## src/common/ccthr_pkg.sv

```systemverilog
// package: offsets, field layouts, reset values and the fast-charge current code table of the charger threshold registers
package ccthr_pkg;
	localparam int   ADDR_W                = 8;
	localparam int   DATA_W                = 8;
	localparam logic [7:0] CHG_CUR_OFFSET  = 8'h04;
	localparam logic [7:0] VTHR_OFFSET     = 8'h05;
	localparam logic [7:0] UNMAPPED_READ   = 8'h00;
	// charge current settings layout
	localparam int   FCC_MSB               = 6;
	localparam int   FCC_LSB               = 2;
	localparam int   TWC_MSB               = 1;
	localparam int   TWC_LSB               = 0;
	localparam int   CHG_UNUSED_BIT        = 7;
	// voltage threshold settings layout
	localparam int   RCH_DIS_BIT           = 7;
	localparam int   RCH_MSB               = 6;
	localparam int   RCH_LSB               = 5;
	localparam int   DBT_MSB               = 4;
	localparam int   DBT_LSB               = 3;
	localparam int   WBT_MSB               = 2;
	localparam int   WBT_LSB               = 0;
	// reset values
	localparam logic [4:0] FCC_RESET       = 5'h0E;
	localparam logic [1:0] TWC_RESET       = 2'h2;
	localparam logic       RCH_DIS_RESET   = 1'b0;
	localparam logic [1:0] RCH_RESET       = 2'h3;
	localparam logic [1:0] DBT_RESET       = 2'h0;
	localparam logic [2:0] WBT_RESET       = 3'h3;
	// fast-charge current table: linear region, then two fixed top steps
	localparam logic [4:0] FCC_LINEAR_MAX  = 5'h15;
	localparam logic [4:0] FCC_STEP_1200   = 5'h16;
	localparam int   FCC_BASE_MA           = 50;
	localparam int   FCC_STEP_MA           = 50;
	localparam logic [10:0] FCC_1200_MA    = 11'h4B0;
	localparam logic [10:0] FCC_MAX_MA     = 11'h514;
endpackage : ccthr_pkg

```

## src/core/ccthr_fcc_decode.sv

```systemverilog
// fast-charge current code to milliamp decoder for the charger core
`timescale 1ns/1ns
module ccthr_fcc_decode (
	// code in
	input  wire logic [4:0]  code_i,
	// current out
	output logic      [10:0] current_ma_o
);
	import ccthr_pkg::*;

	always_comb begin
		if (code_i <= FCC_LINEAR_MAX) begin
			current_ma_o = 11'(FCC_BASE_MA + FCC_STEP_MA * int'(code_i));
		end else if (code_i == FCC_STEP_1200) begin
			current_ma_o = FCC_1200_MA;
		end else begin
			current_ma_o = FCC_MAX_MA;
		end
	end
endmodule : ccthr_fcc_decode

```

## src/core/ccthr_regs.sv

```systemverilog
// charge current and voltage threshold configuration registers
`timescale 1ns/1ns
// Overview of operation
// - bits 6:2 of the charge current register hold the fast-charge code, 50 mA steps to 10101.
// - code 10110 means 1200 mA and any code from 10111 up means the 1300 mA maximum.
// - bits 1:0 hold the trickle/weak current code (5, 10, 20, 80 mA) resetting to 10.
// - bit 7 of the voltage threshold register disables recharge when set and resets to 0.
// - bits 6:5 hold the recharge offset code (80 to 260 mV) resetting to 11.
// - bits 4:3 hold the dead-battery threshold code (2.0 to 2.9 V) resetting to 00.
// - bits 2:0 hold the weak-battery rising threshold code (2.7 to 3.4 V), resetting to 011.
module ccthr_regs (
	// clock and reset
	input  wire logic                          clk_i,
	input  wire logic                          resetn_i,
	// register port from the serial interface engine
	input  wire logic                          wr_en_i,
	input  wire logic                          rd_en_i,
	input  wire logic [ccthr_pkg::ADDR_W-1:0]  addr_i,
	input  wire logic [ccthr_pkg::DATA_W-1:0]  wdata_i,
	output logic      [ccthr_pkg::DATA_W-1:0]  rdata_o,
	// static codes and the decoded fast-charge current to the charger core
	output logic      [4:0]                    fast_charge_current_code_o,
	output logic      [1:0]                    trickle_weak_current_code_o,
	output logic                               recharge_disable_o,
	output logic      [1:0]                    recharge_offset_code_o,
	output logic      [1:0]                    dead_battery_threshold_code_o,
	output logic      [2:0]                    weak_battery_threshold_code_o,
	output logic      [10:0]                   fast_charge_current_ma_o
);
	import ccthr_pkg::*;

	// field widths follow the register layout
	localparam int FCC_W = FCC_MSB - FCC_LSB + 1;
	localparam int TWC_W = TWC_MSB - TWC_LSB + 1;
	localparam int RCH_W = RCH_MSB - RCH_LSB + 1;
	localparam int DBT_W = DBT_MSB - DBT_LSB + 1;
	localparam int WBT_W = WBT_MSB - WBT_LSB + 1;

	// stored fields
	logic [FCC_W-1:0]  fast_charge_current_code_r;
	logic [TWC_W-1:0]  trickle_weak_current_code_r;
	logic              recharge_disable_r;
	logic [RCH_W-1:0]  recharge_offset_code_r;
	logic [DBT_W-1:0]  dead_battery_threshold_code_r;
	logic [WBT_W-1:0]  weak_battery_threshold_code_r;

	// register images and read path
	logic [DATA_W-1:0] chg_word;
	logic [DATA_W-1:0] vthr_word;
	logic [DATA_W-1:0] rdata_r;
	logic [DATA_W-1:0] rdata_nxt;

	// decoded fast-charge current
	logic [10:0]       fcc_ma_nxt;
	logic [10:0]       fcc_ma_r;

	// address decode
	logic              sel_chg;
	logic              sel_vthr;
	logic              wr_chg;
	logic              wr_vthr;

	// only the two mapped offsets select anything; writes elsewhere are dropped
	always_comb begin
		sel_chg  = 1'b0;
		sel_vthr = 1'b0;
		if (addr_i == CHG_CUR_OFFSET) begin
			sel_chg = 1'b1;
		end else if (addr_i == VTHR_OFFSET) begin
			sel_vthr = 1'b1;
		end
	end

	assign wr_chg  = wr_en_i && sel_chg;
	assign wr_vthr = wr_en_i && sel_vthr;

	// fast-charge code; bit 7 of this register has no storage so writes to it vanish
	always_ff @(posedge clk_i or negedge resetn_i) begin
		if (!resetn_i) begin
			fast_charge_current_code_r <= FCC_RESET;
		end else if (wr_chg) begin
			fast_charge_current_code_r <= wdata_i[FCC_MSB:FCC_LSB];
		end
	end

	// trickle and weak current shares the write of the charge current register
	always_ff @(posedge clk_i or negedge resetn_i) begin
		if (!resetn_i) begin
			trickle_weak_current_code_r <= TWC_RESET;
		end else if (wr_chg) begin
			trickle_weak_current_code_r <= wdata_i[TWC_MSB:TWC_LSB];
		end
	end

	// a set bit stops new recharge cycles; the offset code is kept but unused then
	always_ff @(posedge clk_i or negedge resetn_i) begin
		if (!resetn_i) begin
			recharge_disable_r <= RCH_DIS_RESET;
		end else if (wr_vthr) begin
			recharge_disable_r <= wdata_i[RCH_DIS_BIT];
		end
	end

	always_ff @(posedge clk_i or negedge resetn_i) begin
		if (!resetn_i) begin
			recharge_offset_code_r <= RCH_RESET;
		end else if (wr_vthr) begin
			recharge_offset_code_r <= wdata_i[RCH_MSB:RCH_LSB];
		end
	end

	always_ff @(posedge clk_i or negedge resetn_i) begin
		if (!resetn_i) begin
			dead_battery_threshold_code_r <= DBT_RESET;
		end else if (wr_vthr) begin
			dead_battery_threshold_code_r <= wdata_i[DBT_MSB:DBT_LSB];
		end
	end

	always_ff @(posedge clk_i or negedge resetn_i) begin
		if (!resetn_i) begin
			weak_battery_threshold_code_r <= WBT_RESET;
		end else if (wr_vthr) begin
			weak_battery_threshold_code_r <= wdata_i[WBT_MSB:WBT_LSB];
		end
	end

	// register images as the host reads them
	always_comb begin
		chg_word                  = '0;
		chg_word[CHG_UNUSED_BIT]  = 1'b0;
		chg_word[FCC_MSB:FCC_LSB] = fast_charge_current_code_r;
		chg_word[TWC_MSB:TWC_LSB] = trickle_weak_current_code_r;
	end

	always_comb begin
		vthr_word                  = '0;
		vthr_word[RCH_DIS_BIT]     = recharge_disable_r;
		vthr_word[RCH_MSB:RCH_LSB] = recharge_offset_code_r;
		vthr_word[DBT_MSB:DBT_LSB] = dead_battery_threshold_code_r;
		vthr_word[WBT_MSB:WBT_LSB] = weak_battery_threshold_code_r;
	end

	// read mux; unmapped addresses return zero, and a read in the cycle of a write sees old data
	always_comb begin
		rdata_nxt = UNMAPPED_READ;
		if (sel_chg) begin
			rdata_nxt = chg_word;
		end else if (sel_vthr) begin
			rdata_nxt = vthr_word;
		end
	end

	// read data registered so the output comes from a flip-flop; holds between reads
	always_ff @(posedge clk_i or negedge resetn_i) begin
		if (!resetn_i) begin
			rdata_r <= UNMAPPED_READ;
		end else if (rd_en_i) begin
			rdata_r <= rdata_nxt;
		end
	end

	ccthr_fcc_decode u_fcc_decode (
		.code_i       (fast_charge_current_code_r),
		.current_ma_o (fcc_ma_nxt)
	);

	// decoded current lags the code by one cycle to keep the output registered
	always_ff @(posedge clk_i or negedge resetn_i) begin
		if (!resetn_i) begin
			fcc_ma_r <= FCC_BASE_MA[10:0] + 11'(FCC_STEP_MA * int'(FCC_RESET));
		end else begin
			fcc_ma_r <= fcc_ma_nxt;
		end
	end

	assign rdata_o                       = rdata_r;
	assign fast_charge_current_code_o    = fast_charge_current_code_r;
	assign trickle_weak_current_code_o   = trickle_weak_current_code_r;
	assign recharge_disable_o            = recharge_disable_r;
	assign recharge_offset_code_o        = recharge_offset_code_r;
	assign dead_battery_threshold_code_o = dead_battery_threshold_code_r;
	assign weak_battery_threshold_code_o = weak_battery_threshold_code_r;
	assign fast_charge_current_ma_o      = fcc_ma_r;
endmodule : ccthr_regs

```

## config.mk

```make
export PLATFORM = sky130hd
export DESIGN_NAME = ccthr_regs
export DESIGN_NICKNAME = d
export VERILOG_FILES = /design/src/common/ccthr_pkg.sv /design/src/core/ccthr_fcc_decode.sv /design/src/core/ccthr_regs.sv
export SDC_FILE = /design/constraint.sdc
export NUM_CORES = 1
export LEC_CHECK = 0
export ABC_AREA = 1
export BUFFER_PORTS_ARGS = -buffer_cell sky130_fd_sc_hd__buf_2
export CAP_MARGIN = 25
export CORE_MARGIN = 2
export CORE_UTILIZATION = 24
export DETAILED_ROUTE_END_ITERATION = 8
export HOLD_SLACK_MARGIN = 0.05
export PLACE_DENSITY = 0.44
export SYNTH_ARGS = -nofsm -noshare
export SYNTH_HDL_FRONTEND = slang
export SYNTH_SLANG_ARGS = --single-unit
```

## constraint.sdc

```tcl
create_clock -name clk_i -period 7.8 [get_ports clk_i]
set_input_delay 0 -clock clk_i [delete_from_list [all_inputs] [get_ports clk_i]]
set_output_delay 0 -clock clk_i [all_outputs]
set_load 0.005 [all_outputs]
```

==> impl_metrics.json, run 1 <==
{
  "max_freq_ghz": 0.367,
  "skew_ns": 0.0119,
  "syn_avg_cell_area_um2": 7.96,
  "power.leakage_uw": 0.00142,
  "final_common_cell": "nand2_1",
  "routed_wl_mm": 5.10,
  "yosysTopAreaCell": "dfrtp_1",
  "crit_family": "adder cells",
  "critPathKind": "reg2reg",
  "cp-end-kind": "flop",
  "die_w_um": 96.2,
  "antenna_cells": 0,
  "final_cell_mix": "nand2_1 (89), buf_2 (52), nand3_1 (32)",
  "cap_violations": 0,
  "clock_power_share_pct": 25.2,
  "grt_pass1_wl_mm": 8.02,
  "synthArstFlopShare_pct": 100,
  "clk_path_buf_depth": 2,
  "hpwlAfterDp_mm": 3.83,
  "crit_path_cell_trace": "inv_1 -> ha_1 -> inv_1 -> ha_1 -> fa_1 -> xnor2_1 -> nor2_1 -> or2_2 -> nand3_1 -> nand2_1",
  "ant_nets": 0,
  "nFillCells": 881,
  "cp_num_buf_inv": 2,
  "synth_top_area_share_pct": 22.1,
  "cts_buffers": 5,
  "critical_path_arrival_ns": 2.90,
  "grt_use_total_pct": 11.4,
  "synthesis.area_um2": 2040,
  "numPortBuffers": 52,
  "cts_root_buf": "clkbuf_8",
  "tightestPinTransition_ns": 0.877,
  "ir_drop_v": 0.0000562,
  "slowest_stage": "dfstp_2",
  "ys_warn_count": 0,
  "hold_viol_final": 0,
  "p_sw_uw": 160,
  "synth_cells": 256,
  "row_count": 33,
  "seqCellArea_um2": 845,
  "finalNetCount": 364,
  "cts_tree": "done",
  "slew_viol_final": 0,
  "rsz0062_at_grt": "no",
  "cp_slowest_stage_delay_ns": 0.60,
  "io_pins": 54,
  "areaGrowthSynthToFinish_pct": 27.1,
  "viasPerCell": 4.29,
  "numClockSinks": 33,
  "post_drt_wl_per_cell_um": 11.9,
  "fin_util_pct": 31.5,
  "fp.dieH_um": 96.2,
  "route.detailed.drc": 0,
  "finalSetupViolCount": 0,
  "startpoint_type": "flop",
  "worst_slack_ns": 5.07,
  "power_frac_seq_pct": 43.7,
  "first_pass_iters": 4,
  "status": "finished clean",
  "relSlewSlack_pct": 41.1,
  "place_congestion": 0.818,
  "layout_min_cycle_time_ns": 2.73,
  "synth.net_count": 299,
  "pre_cts_slack_ns": 5.06,
  "intPower_uw": 331,
  "multi_input_area_um2": 1060,
  "drtIter0Drc": 106,
  "grt-ovfl-total": 0,
  "worstHoldPathType": "in2reg",
  "drive_gt1_share_pct": 25.8,
  "synthFlopType": "dfrtp_1",
  "finalCritPeriodShare_pct": 35.0,
  "synth_edf_count": 0,
  "seq_area_frac_synth_pct": 41.4,
  "synth_cell_type_count": 25,
  "cp.required_ns": 7.97,
  "tns_ns": 0,
  "antenna_found_initial": 0,
  "swShare_pct": 32.6,
  "cp_max_fo": 7,
  "grt_max_degree": 34,
  "p_comb_share_pct": 31.1,
  "insertion_delay_ns": 0.29,
  "initial_utilization_pct": 24.8,
  "clk_pin_slew_worst_paths_ns": 0.07,
  "yosys-top-cells-area": "dfrtp_1 (22%), dfstp_2 (19%), nand2_1 (16%)",
  "vias": 1831,
  "core_area_um2": 8220,
  "grt_pass1_vias": 1631,
  "cts-htree-levels": 2,
  "powerDensity_nw_per_um2": 190,
  "die_area_um2": 9250,
  "synth-seq-cells": 33
}
[path summary, 6_finish.rpt]
check | from | end | slack [ns] | depth (start not counted)
worst min register to register | rdata_o[5] | rdata_o[5] | 0.47 | 2
worst min-delay path | addr_i[6] | rdata_o[7] | 0.09 | 4
worst max-delay path | fast_charge_current_code_o[1] | fast_charge_current_ma_o[8] | 5.07 | 10
worst max register to register | fast_charge_current_code_o[1] | fast_charge_current_ma_o[8] | 5.07 | 10
min in group asynchronous | resetn_i | fast_charge_current_ma_o[10] | 0.32 | 2
max in group asynchronous | resetn_i | rdata_o[5] | 6.98 | 2
[final cells by class]
| class | count | area share (%) |
|---|---|---|
| clock buffers | 6 | 2.80 |
| flip-flops and latches | 33 | 32.6 |
| inverters | 29 | 4.20 |
| well taps | 105 | 5.07 |
| clock inverters | 2 | 0.386 |
| repair buffers | 62 | 13.9 |
| multi-input cells | 190 | 41.0 |
[flip-flops by register name, indices dropped and copies added (netlist names)]
name / flops
dead_battery_threshold_code_o: 2
recharge_offset_code_o: 2
weak_battery_threshold_code_o: 3
fast_charge_current_code_o: 5
recharge_disable_o: 1
fast_charge_current_ma_o: 10
trickle_weak_current_code_o: 2
rdata_o: 8
[synth_stat cells, types with 2 or more instances]
cell     instances
nor2_1           9
or2_2            3
dfrtp_1         18
dfstp_2         15
nand2_1         89
ha_1            22
a21oi_1          5
o21ai_1         10
buf_2            2
o21ai_0         10
inv_1           28
nand3_1         32
[power by group through the flow]
stage               Clock, uW  Combinational [uW]  Sequential [uW]
floorplan                   0                95.6              220
global placement            0                 153              217
detailed placement          0                 151              218
CTS                       131                 156              215
global route              138                 178              218
finish                    124                 153              215
[what timing repair did]
action                    in CTS  in global routing
gates resized for setup        0                  0
hold endpoints to repair      40                  0
buffers inserted               0                  0
hold buffers                  10                  0
[metrics by stage]
| step | instance area [um^2] | instances | power (uW) | hold slack (ns) |
|---|---|---|---|---|
| 3_5_place_dp | 2410 | 409 | 369 | 0.133 |
| 3_3_place_gp | 2410 | 409 | 370 | 0.132 |
| 6_report | 2590 | 427 | 491 | 0.0875 |
| 2_1_floorplan | 2040 | 256 | 315 | -0.296 |
| 4_1_cts | 2590 | 427 | 502 | 0.0814 |
| 5_1_grt | 2590 | 427 | 533 | 0.0949 |
[worst register-to-register path, delay by kind of cell (launching register included)]
family	cells	cell delay, ns
fa+ha+maj	3	1.10
flops	1	0.60
simple gates	4	0.53
xor+xnor	1	0.27
buf+inv	2	0.13
[kinds of logic after synthesis]
kind of cell,synth area share (%)
compound gates,6.14
xor+xnor,0.430
fa+ha+maj,14.5
buf+inv,6.38
flops,41.4
other cells,0.184
simple gates,30.9
[per-layer routing]
| layer | wire, um | global-route usage (%) | share of wire (%) | up-vias |
|---|---|---|---|---|
| met3 | 202 | 2.35 | 4.0 | 7 |
| met5 | 0 | 0 | 0 | - |
| met2 | 2340 | 17.0 | 46 | 33 |
| li1 | - | - | - | 946 |
| met1 | 2470 | 16.0 | 48 | 845 |
| met4 | 84 | 4.88 | 1.6 | 0 |
(Power assumes the default switching activity.)
==> run 2, diff against run 1 <==
--- a/config.mk
+++ b/config.mk
@@ -12,7 +12,7 @@
 export CORE_UTILIZATION = 24
 export DETAILED_ROUTE_END_ITERATION = 8
 export HOLD_SLACK_MARGIN = 0.05
-export PLACE_DENSITY = 0.44
+export PLACE_DENSITY = 0.45
 export SYNTH_ARGS = -nofsm -noshare
 export SYNTH_HDL_FRONTEND = slang
 export SYNTH_SLANG_ARGS = --single-unit
==> constraint.sdc (replaced) <==
create_clock -name clk_i -period 2.35 [get_ports clk_i]
set_input_delay 0 -clock clk_i [delete_from_list [all_inputs] [get_ports clk_i]]
set_output_delay 0 -clock clk_i [all_outputs]
set_load 0.005 [all_outputs]
==> run 2 against run 1 <==
  * Fmax up 16%
  * Die area unchanged
  * The run now ends with negative setup slack left
  * Clock skew decreased by 0.0057 ns
  * Sequential power grew to 3.3 times the previous value
  * First-iteration DRC count is 10% lower
  * Critical path type unchanged
  * Sequential cell count unchanged
  * Setup slack lost 5.1 ns
  * Sequential share of layout area down 4.2 points
  * Global-route usage is 0.49 points higher
  * Non-clock buffer count up 20
==> impl_metrics.json, run 2 (synthesized netlist as in run 1, its figures left out) <==
{
  "powerDensity_nw_per_um2": 684,
  "largest_register_ff_count": 10,
  "critPathKind": "reg2reg",
  "cts_buffers": 5,
  "worstReg2RegStart": "fast_charge_current_code_o[1]",
  "status": "finished, violations left",
  "numPortBuffers": 52,
  "power_frac_seq_pct": 34.6,
  "route.detailed.drc": 0,
  "layout_min_cycle_time_ns": 2.35,
  "cp-end-kind": "flop",
  "min_from": "addr_i[1]",
  "critical_path_arrival_ns": 2.54,
  "clk_path_buf_depth": 2,
  "reg2reg_to": "fast_charge_current_ma_o[8]",
  "row_count": 33,
  "p_sw_uw": 660,
  "slowest_stage": "dfstp_2",
  "grt-ovfl-total": 0,
  "worstHoldPathType": "in2reg",
  "intPower_uw": 1380,
  "startpoint_type": "flop",
  "swShare_pct": 32.4,
  "power.leakage_uw": 0.00155,
  "skew_ns": 0.00624,
  "clock_power_share_pct": 27.5,
  "tightestPinTransition_ns": 0.740,
  "reg2reg_depth": 10,
  "drtIter0Drc": 95,
  "initial_utilization_pct": 24.8,
  "nFillCells": 877,
  "clk_pin_slew_worst_paths_ns": 0.08,
  "numClockSinks": 33,
  "max_freq_ghz": 0.425,
  "crit_family": "adder cells",
  "cap_violations": 0,
  "post_drt_wl_per_cell_um": 12.1,
  "rsz0062_at_grt": "yes",
  "first_pass_iters": 4,
  "final_cell_mix": "nand2_1 (85), buf_2 (52), nand3_1 (25)",
  "seqCellArea_um2": 845,
  "drive_gt1_share_pct": 39.2,
  "ir_drop_v": 0.000351,
  "cp.required_ns": 2.54,
  "grt_pass1_wl_mm": 8.51,
  "grt_pass1_vias": 1700,
  "fin_util_pct": 36.2,
  "finalSetupViolCount": 1,
  "p_comb_share_pct": 37.9,
  "viasPerCell": 4.20,
  "cts-htree-levels": 2,
  "violations": "negative setup slack",
  "holdPathStages": 4,
  "hpwlAfterDp_mm": 4.18,
  "worst_slack_ns": -0.00257,
  "crit_path_cell_trace": "inv_2 -> ha_4 -> inv_2 -> ha_4 -> fa_2 -> xnor2_4 -> nor2_4 -> or2_4 -> nand3_2 -> nand2_1",
  "r2r_slack_ns": -0.003,
  "finalCritPeriodShare_pct": 100,
  "final_common_cell": "nand2_1",
  "io_pins": 54,
  "cp_max_fo": 4,
  "antenna_cells": 0,
  "antenna_found_initial": 0,
  "areaGrowthSynthToFinish_pct": 46.1,
  "core_area_um2": 8220,
  "insertion_delay_ns": 0.29,
  "routed_wl_mm": 5.42,
  "multi_input_area_um2": 1270,
  "cts_tree": "done",
  "tns_ns": -0.00257,
  "relSlewSlack_pct": 50.7,
  "ant_nets": 0,
  "die_area_um2": 9250,
  "cp_slowest_stage_delay_ns": 0.58,
  "cts_root_buf": "clkbuf_8",
  "vias": 1877,
  "whs_endpoint": "rdata_o[7]",
  "die_w_um": 96.2,
  "cp_num_buf_inv": 2,
  "slew_viol_final": 0,
  "grt_max_degree": 34,
  "place_congestion": 0.760,
  "grt_use_total_pct": 11.9,
  "hold_viol_final": 0,
  "finalNetCount": 384,
  "fp.dieH_um": 96.2
}
## run 2: cell count changes in the layout (fill, tap and decap cells not counted), moves of 2 or more
cell	before	now
nand2_2	1	4
nor2_4	1	3
nand3_2	1	8
inv_2	0	5
ha_4	0	9
nand2_1	89	85
nor2_1	9	7
ha_1	22	12
nand3_1	32	25
buf_4	0	20
inv_1	28	23
clkinv_2	2	0
## run 2: stage by stage
| stage | hold WS, ns | instances | power, uW | worst slack [ns] | instance area (um^2) |
|---|---|---|---|---|---|
| 6_report | 0.108 | 447 | 2040 | -0.00257 | 2980 |
| 5_1_grt | 0.128 | 447 | 2190 | -0.107 | 2980 |
| 4_1_cts | 0.103 | 443 | 1930 | -0.00331 | 2820 |
| 3_5_place_dp | 0.124 | 425 | 1340 | -0.00488 | 2600 |
| 3_3_place_gp | 0.111 | 425 | 1330 | 0.0256 | 2600 |
| 2_1_floorplan | -0.296 | 256 | 1090 | 0.00379 | 2110 |
## run 2: what timing repair did
action | 4_1_cts | 5_1_grt
setup endpoints to repair | 2 | 4
hold buffers | 10 | 0
buffers inserted | 0 | 4
hold endpoints to repair | 40 | 0
pin swaps | 0 | 12
gates resized for setup | 3 | 23
## run 2: cell type report
cell class              instances  area share, %
multi-input cells             190           42.6
flip-flops and latches         33           28.4
repair buffers                 82           17.1
well taps                     105           4.41
inverters                      29           3.66
clock buffers                   5           2.31
clock inverters                 3           1.55
## run 2: how the worst max path moves through the flow
stage	cells past startpoint	slack, ns	to	from
after floorplan	9	0.004	fast_charge_current_ma_o[8]	fast_charge_current_code_o[1]
after global placement	9	0.03	fast_charge_current_ma_o[8]	fast_charge_current_code_o[1]
after detailed placement	14	-0.005	fast_charge_current_ma_o[10]	fast_charge_current_code_o[1]
after CTS	9	-0.003	fast_charge_current_ma_o[8]	fast_charge_current_code_o[1]
after global routing	11	-0.11	fast_charge_current_ma_o[9]	fast_charge_current_code_o[1]
final	10	-0.003	fast_charge_current_ma_o[8]	fast_charge_current_code_o[1]
## run 2: per-layer routing
layer / global-route usage, % / routed length, um / up-vias
li1: - / - / 986
met1: 18.1 / 2830 / 849
met2: 17.4 / 2370 / 40
met3: 2.27 / 205 / 2
met4: 2.50 / 9 / 0
met5: 0 / 0 / -
## run 2: worst register-to-register path: cells and delay by family, from the launching register on
kind                       cells  cell delay (ns)
buffers and inverters          2             0.10
adders and majority gates      3             0.96
and+or+nand+nor                4             0.38
DFF                            1             0.58
xor gates and xnor gates       1             0.21
## run 2: power by group through the flow
stage | clock network, uW | logic (uW) | registers, uW
finish | 560 | 772 | 704
global route | 604 | 872 | 713
CTS | 576 | 648 | 705
detailed placement | 0 | 622 | 716
global placement | 0 | 618 | 714
floorplan | 0 | 358 | 732
==> run 3, diff against run 2 <==
==> constraint.sdc (replaced) <==
create_clock -name clk_i -period 2.35 [get_ports clk_i]
set_input_delay 0.47 -clock clk_i [delete_from_list [all_inputs] [get_ports clk_i]]
set_output_delay 0.47 -clock clk_i [all_outputs]
set_load 0.005 [all_outputs]
==> run 3 against run 2 <==
  * The run now ends clean
  * Worst hold slack improved by 0.14 ns
  * Setup slack better by 0.0032 ns
  * Final cell count down 2.5%
  * Routed wire length decreased by 4.3%
  * Global-route usage fell by 0.38 points
  * Core utilization shrank 1.9 points
  * Critical path type unchanged
  * Critical endpoint unchanged
==> impl_metrics.json, run 3 (synthesized netlist as in run 1, its figures left out) <==
{
  "swShare_pct": 32.2,
  "finalSetupViolCount": 0,
  "power_frac_seq_pct": 38.5,
  "initial_utilization_pct": 24.8,
  "relSlewSlack_pct": 51.5,
  "status": "finished clean",
  "rsz0062_at_grt": "yes",
  "grt_max_degree": 34,
  "clk_pin_slew_worst_paths_ns": 0.07,
  "row_count": 33,
  "route.detailed.drc": 0,
  "powerDensity_nw_per_um2": 648,
  "startpoint_type": "flop",
  "grt_pass1_vias": 1665,
  "grt-ovfl-total": 0,
  "die_area_um2": 9250,
  "grt_use_total_pct": 11.6,
  "tightestPinTransition_ns": 0.728,
  "ant_nets": 0,
  "finalCritPeriodShare_pct": 100,
  "hold_slack_ns": 0.246,
  "p_sw_uw": 589,
  "cts-htree-levels": 2,
  "pre_cts_slack_ns": 0.00482,
  "slew_viol_final": 0,
  "crit_path_cell_trace": "ha_4 -> ha_4 -> ha_4 -> fa_2 -> xnor2_4 -> nor2_2 -> or2_4 -> nand3_2 -> nand2_1",
  "drtIter0Drc": 55,
  "areaGrowthSynthToFinish_pct": 38.4,
  "hpwlAfterDp_mm": 4.08,
  "final_cell_mix": "nand2_1 (86), buf_2 (52), nand3_1 (28)",
  "die_w_um": 96.2,
  "worstHoldPathType": "in2async",
  "p_comb_share_pct": 39.5,
  "post_drt_wl_per_cell_um": 11.9,
  "hold_viol_final": 0,
  "antenna_found_initial": 0,
  "clk_path_buf_depth": 2,
  "insertion_delay_ns": 0.28,
  "skew_ns": 0.00351,
  "power.leakage_uw": 0.00148,
  "crit_top_cell": "ha_4",
  "critical_path_arrival_ns": 2.51,
  "clock_power_share_pct": 22.0,
  "io_pins": 54,
  "numPortBuffers": 52,
  "largest_register_ff_count": 10,
  "fp.dieH_um": 96.2,
  "core_area_um2": 8220,
  "reg2reg_to": "fast_charge_current_ma_o[8]",
  "cts_tree": "done",
  "fin_util_pct": 34.3,
  "vias": 1827,
  "worst_slack_ns": 0.000582,
  "hold_buffers": 0,
  "antenna_cells": 0,
  "numClockSinks": 33,
  "crit_family": "adder cells",
  "critPathKind": "reg2reg",
  "max_freq_ghz": 0.426,
  "layout_min_cycle_time_ns": 2.35,
  "tns_ns": 0,
  "intPower_uw": 1240,
  "finalNetCount": 373,
  "reg2reg_depth": 9,
  "first_pass_iters": 4,
  "drive_gt1_share_pct": 37.8,
  "ir_drop_v": 0.000170,
  "cp_num_buf_inv": 0,
  "routed_wl_mm": 5.19,
  "cp_slowest_stage_delay_ns": 0.58,
  "place_congestion": 0.758,
  "cap_violations": 0,
  "finalPower_uw": 1830,
  "cp.required_ns": 2.52,
  "grt_pass1_wl_mm": 8.25,
  "cts_buffers": 5,
  "slowest_stage": "dfstp_2",
  "cp-end-kind": "flop",
  "final_common_cell": "nand2_1",
  "cp_max_fo": 4,
  "cts_root_buf": "clkbuf_8",
  "viasPerCell": 4.19,
  "r2r_slack_ns": 0.0006,
  "worstReg2RegStart": "fast_charge_current_code_o[1]"
}
[run 3: cell count changes in the layout (fill, tap and decap cells not counted), moves of 2 or more]
cell           change
inv_1              +2
dlygate4sd3_1     -10
nand3_1            +3
clkbuf_1           +2
buf_4              -2
inv_2              -2
nand3_2            -3
[run 3: what timing repair did]
item	4_1_cts	5_1_grt
buffers inserted	0	2
endpoints found under the setup margin	1	3
pin swaps	0	7
gates resized for setup	2	16
[run 3: worst max-delay path by stage]
stage / cells after the start / to / start
finish: 9 / fast_charge_current_ma_o[8] / fast_charge_current_code_o[1]
global route: 12 / fast_charge_current_ma_o[10] / fast_charge_current_code_o[1]
CTS: 9 / fast_charge_current_ma_o[8] / fast_charge_current_code_o[1]
detailed placement: 9 / fast_charge_current_ma_o[8] / fast_charge_current_code_o[1]
global placement: 9 / fast_charge_current_ma_o[8] / fast_charge_current_code_o[1]
floorplan: 9 / fast_charge_current_ma_o[8] / fast_charge_current_code_o[1]
[run 3: routing by layer]
layer	vias up	part of all wire [%]	GRT usage (%)
met5	-	0	0
met4	0	1.5	3.33
met3	7	4.3	2.66
met2	42	42	15.9
met1	815	53	17.7
li1	963	-	-
[run 3: metrics by stage]
| step | instance area [um^2] | cells |
|---|---|---|
| 2_1_floorplan | 2110 | 256 |
| 3_3_place_gp | 2610 | 426 |
| 3_5_place_dp | 2610 | 426 |
| 4_1_cts | 2700 | 434 |
| 5_1_grt | 2820 | 436 |
| 6_report | 2820 | 436 |
[run 3: layout make-up]
class | instances | area, um^2
repair buffers | 71 | 415
clock buffers | 7 | 76.3
clock inverters | 1 | 5.00
flip-flops and latches | 33 | 845
well taps | 105 | 131
inverters | 29 | 109
fillers | 879 | 5400
multi-input cells | 190 | 1240
[run 3: power groups by stage]
stage | Clock, uW | Sequential, uW | Combinational (uW)
5_1_grt | 447 | 714 | 823
2_1_floorplan | 0 | 732 | 358
4_1_cts | 420 | 706 | 632
3_5_place_dp | 0 | 716 | 620
3_3_place_gp | 0 | 714 | 619
6_report | 402 | 704 | 721
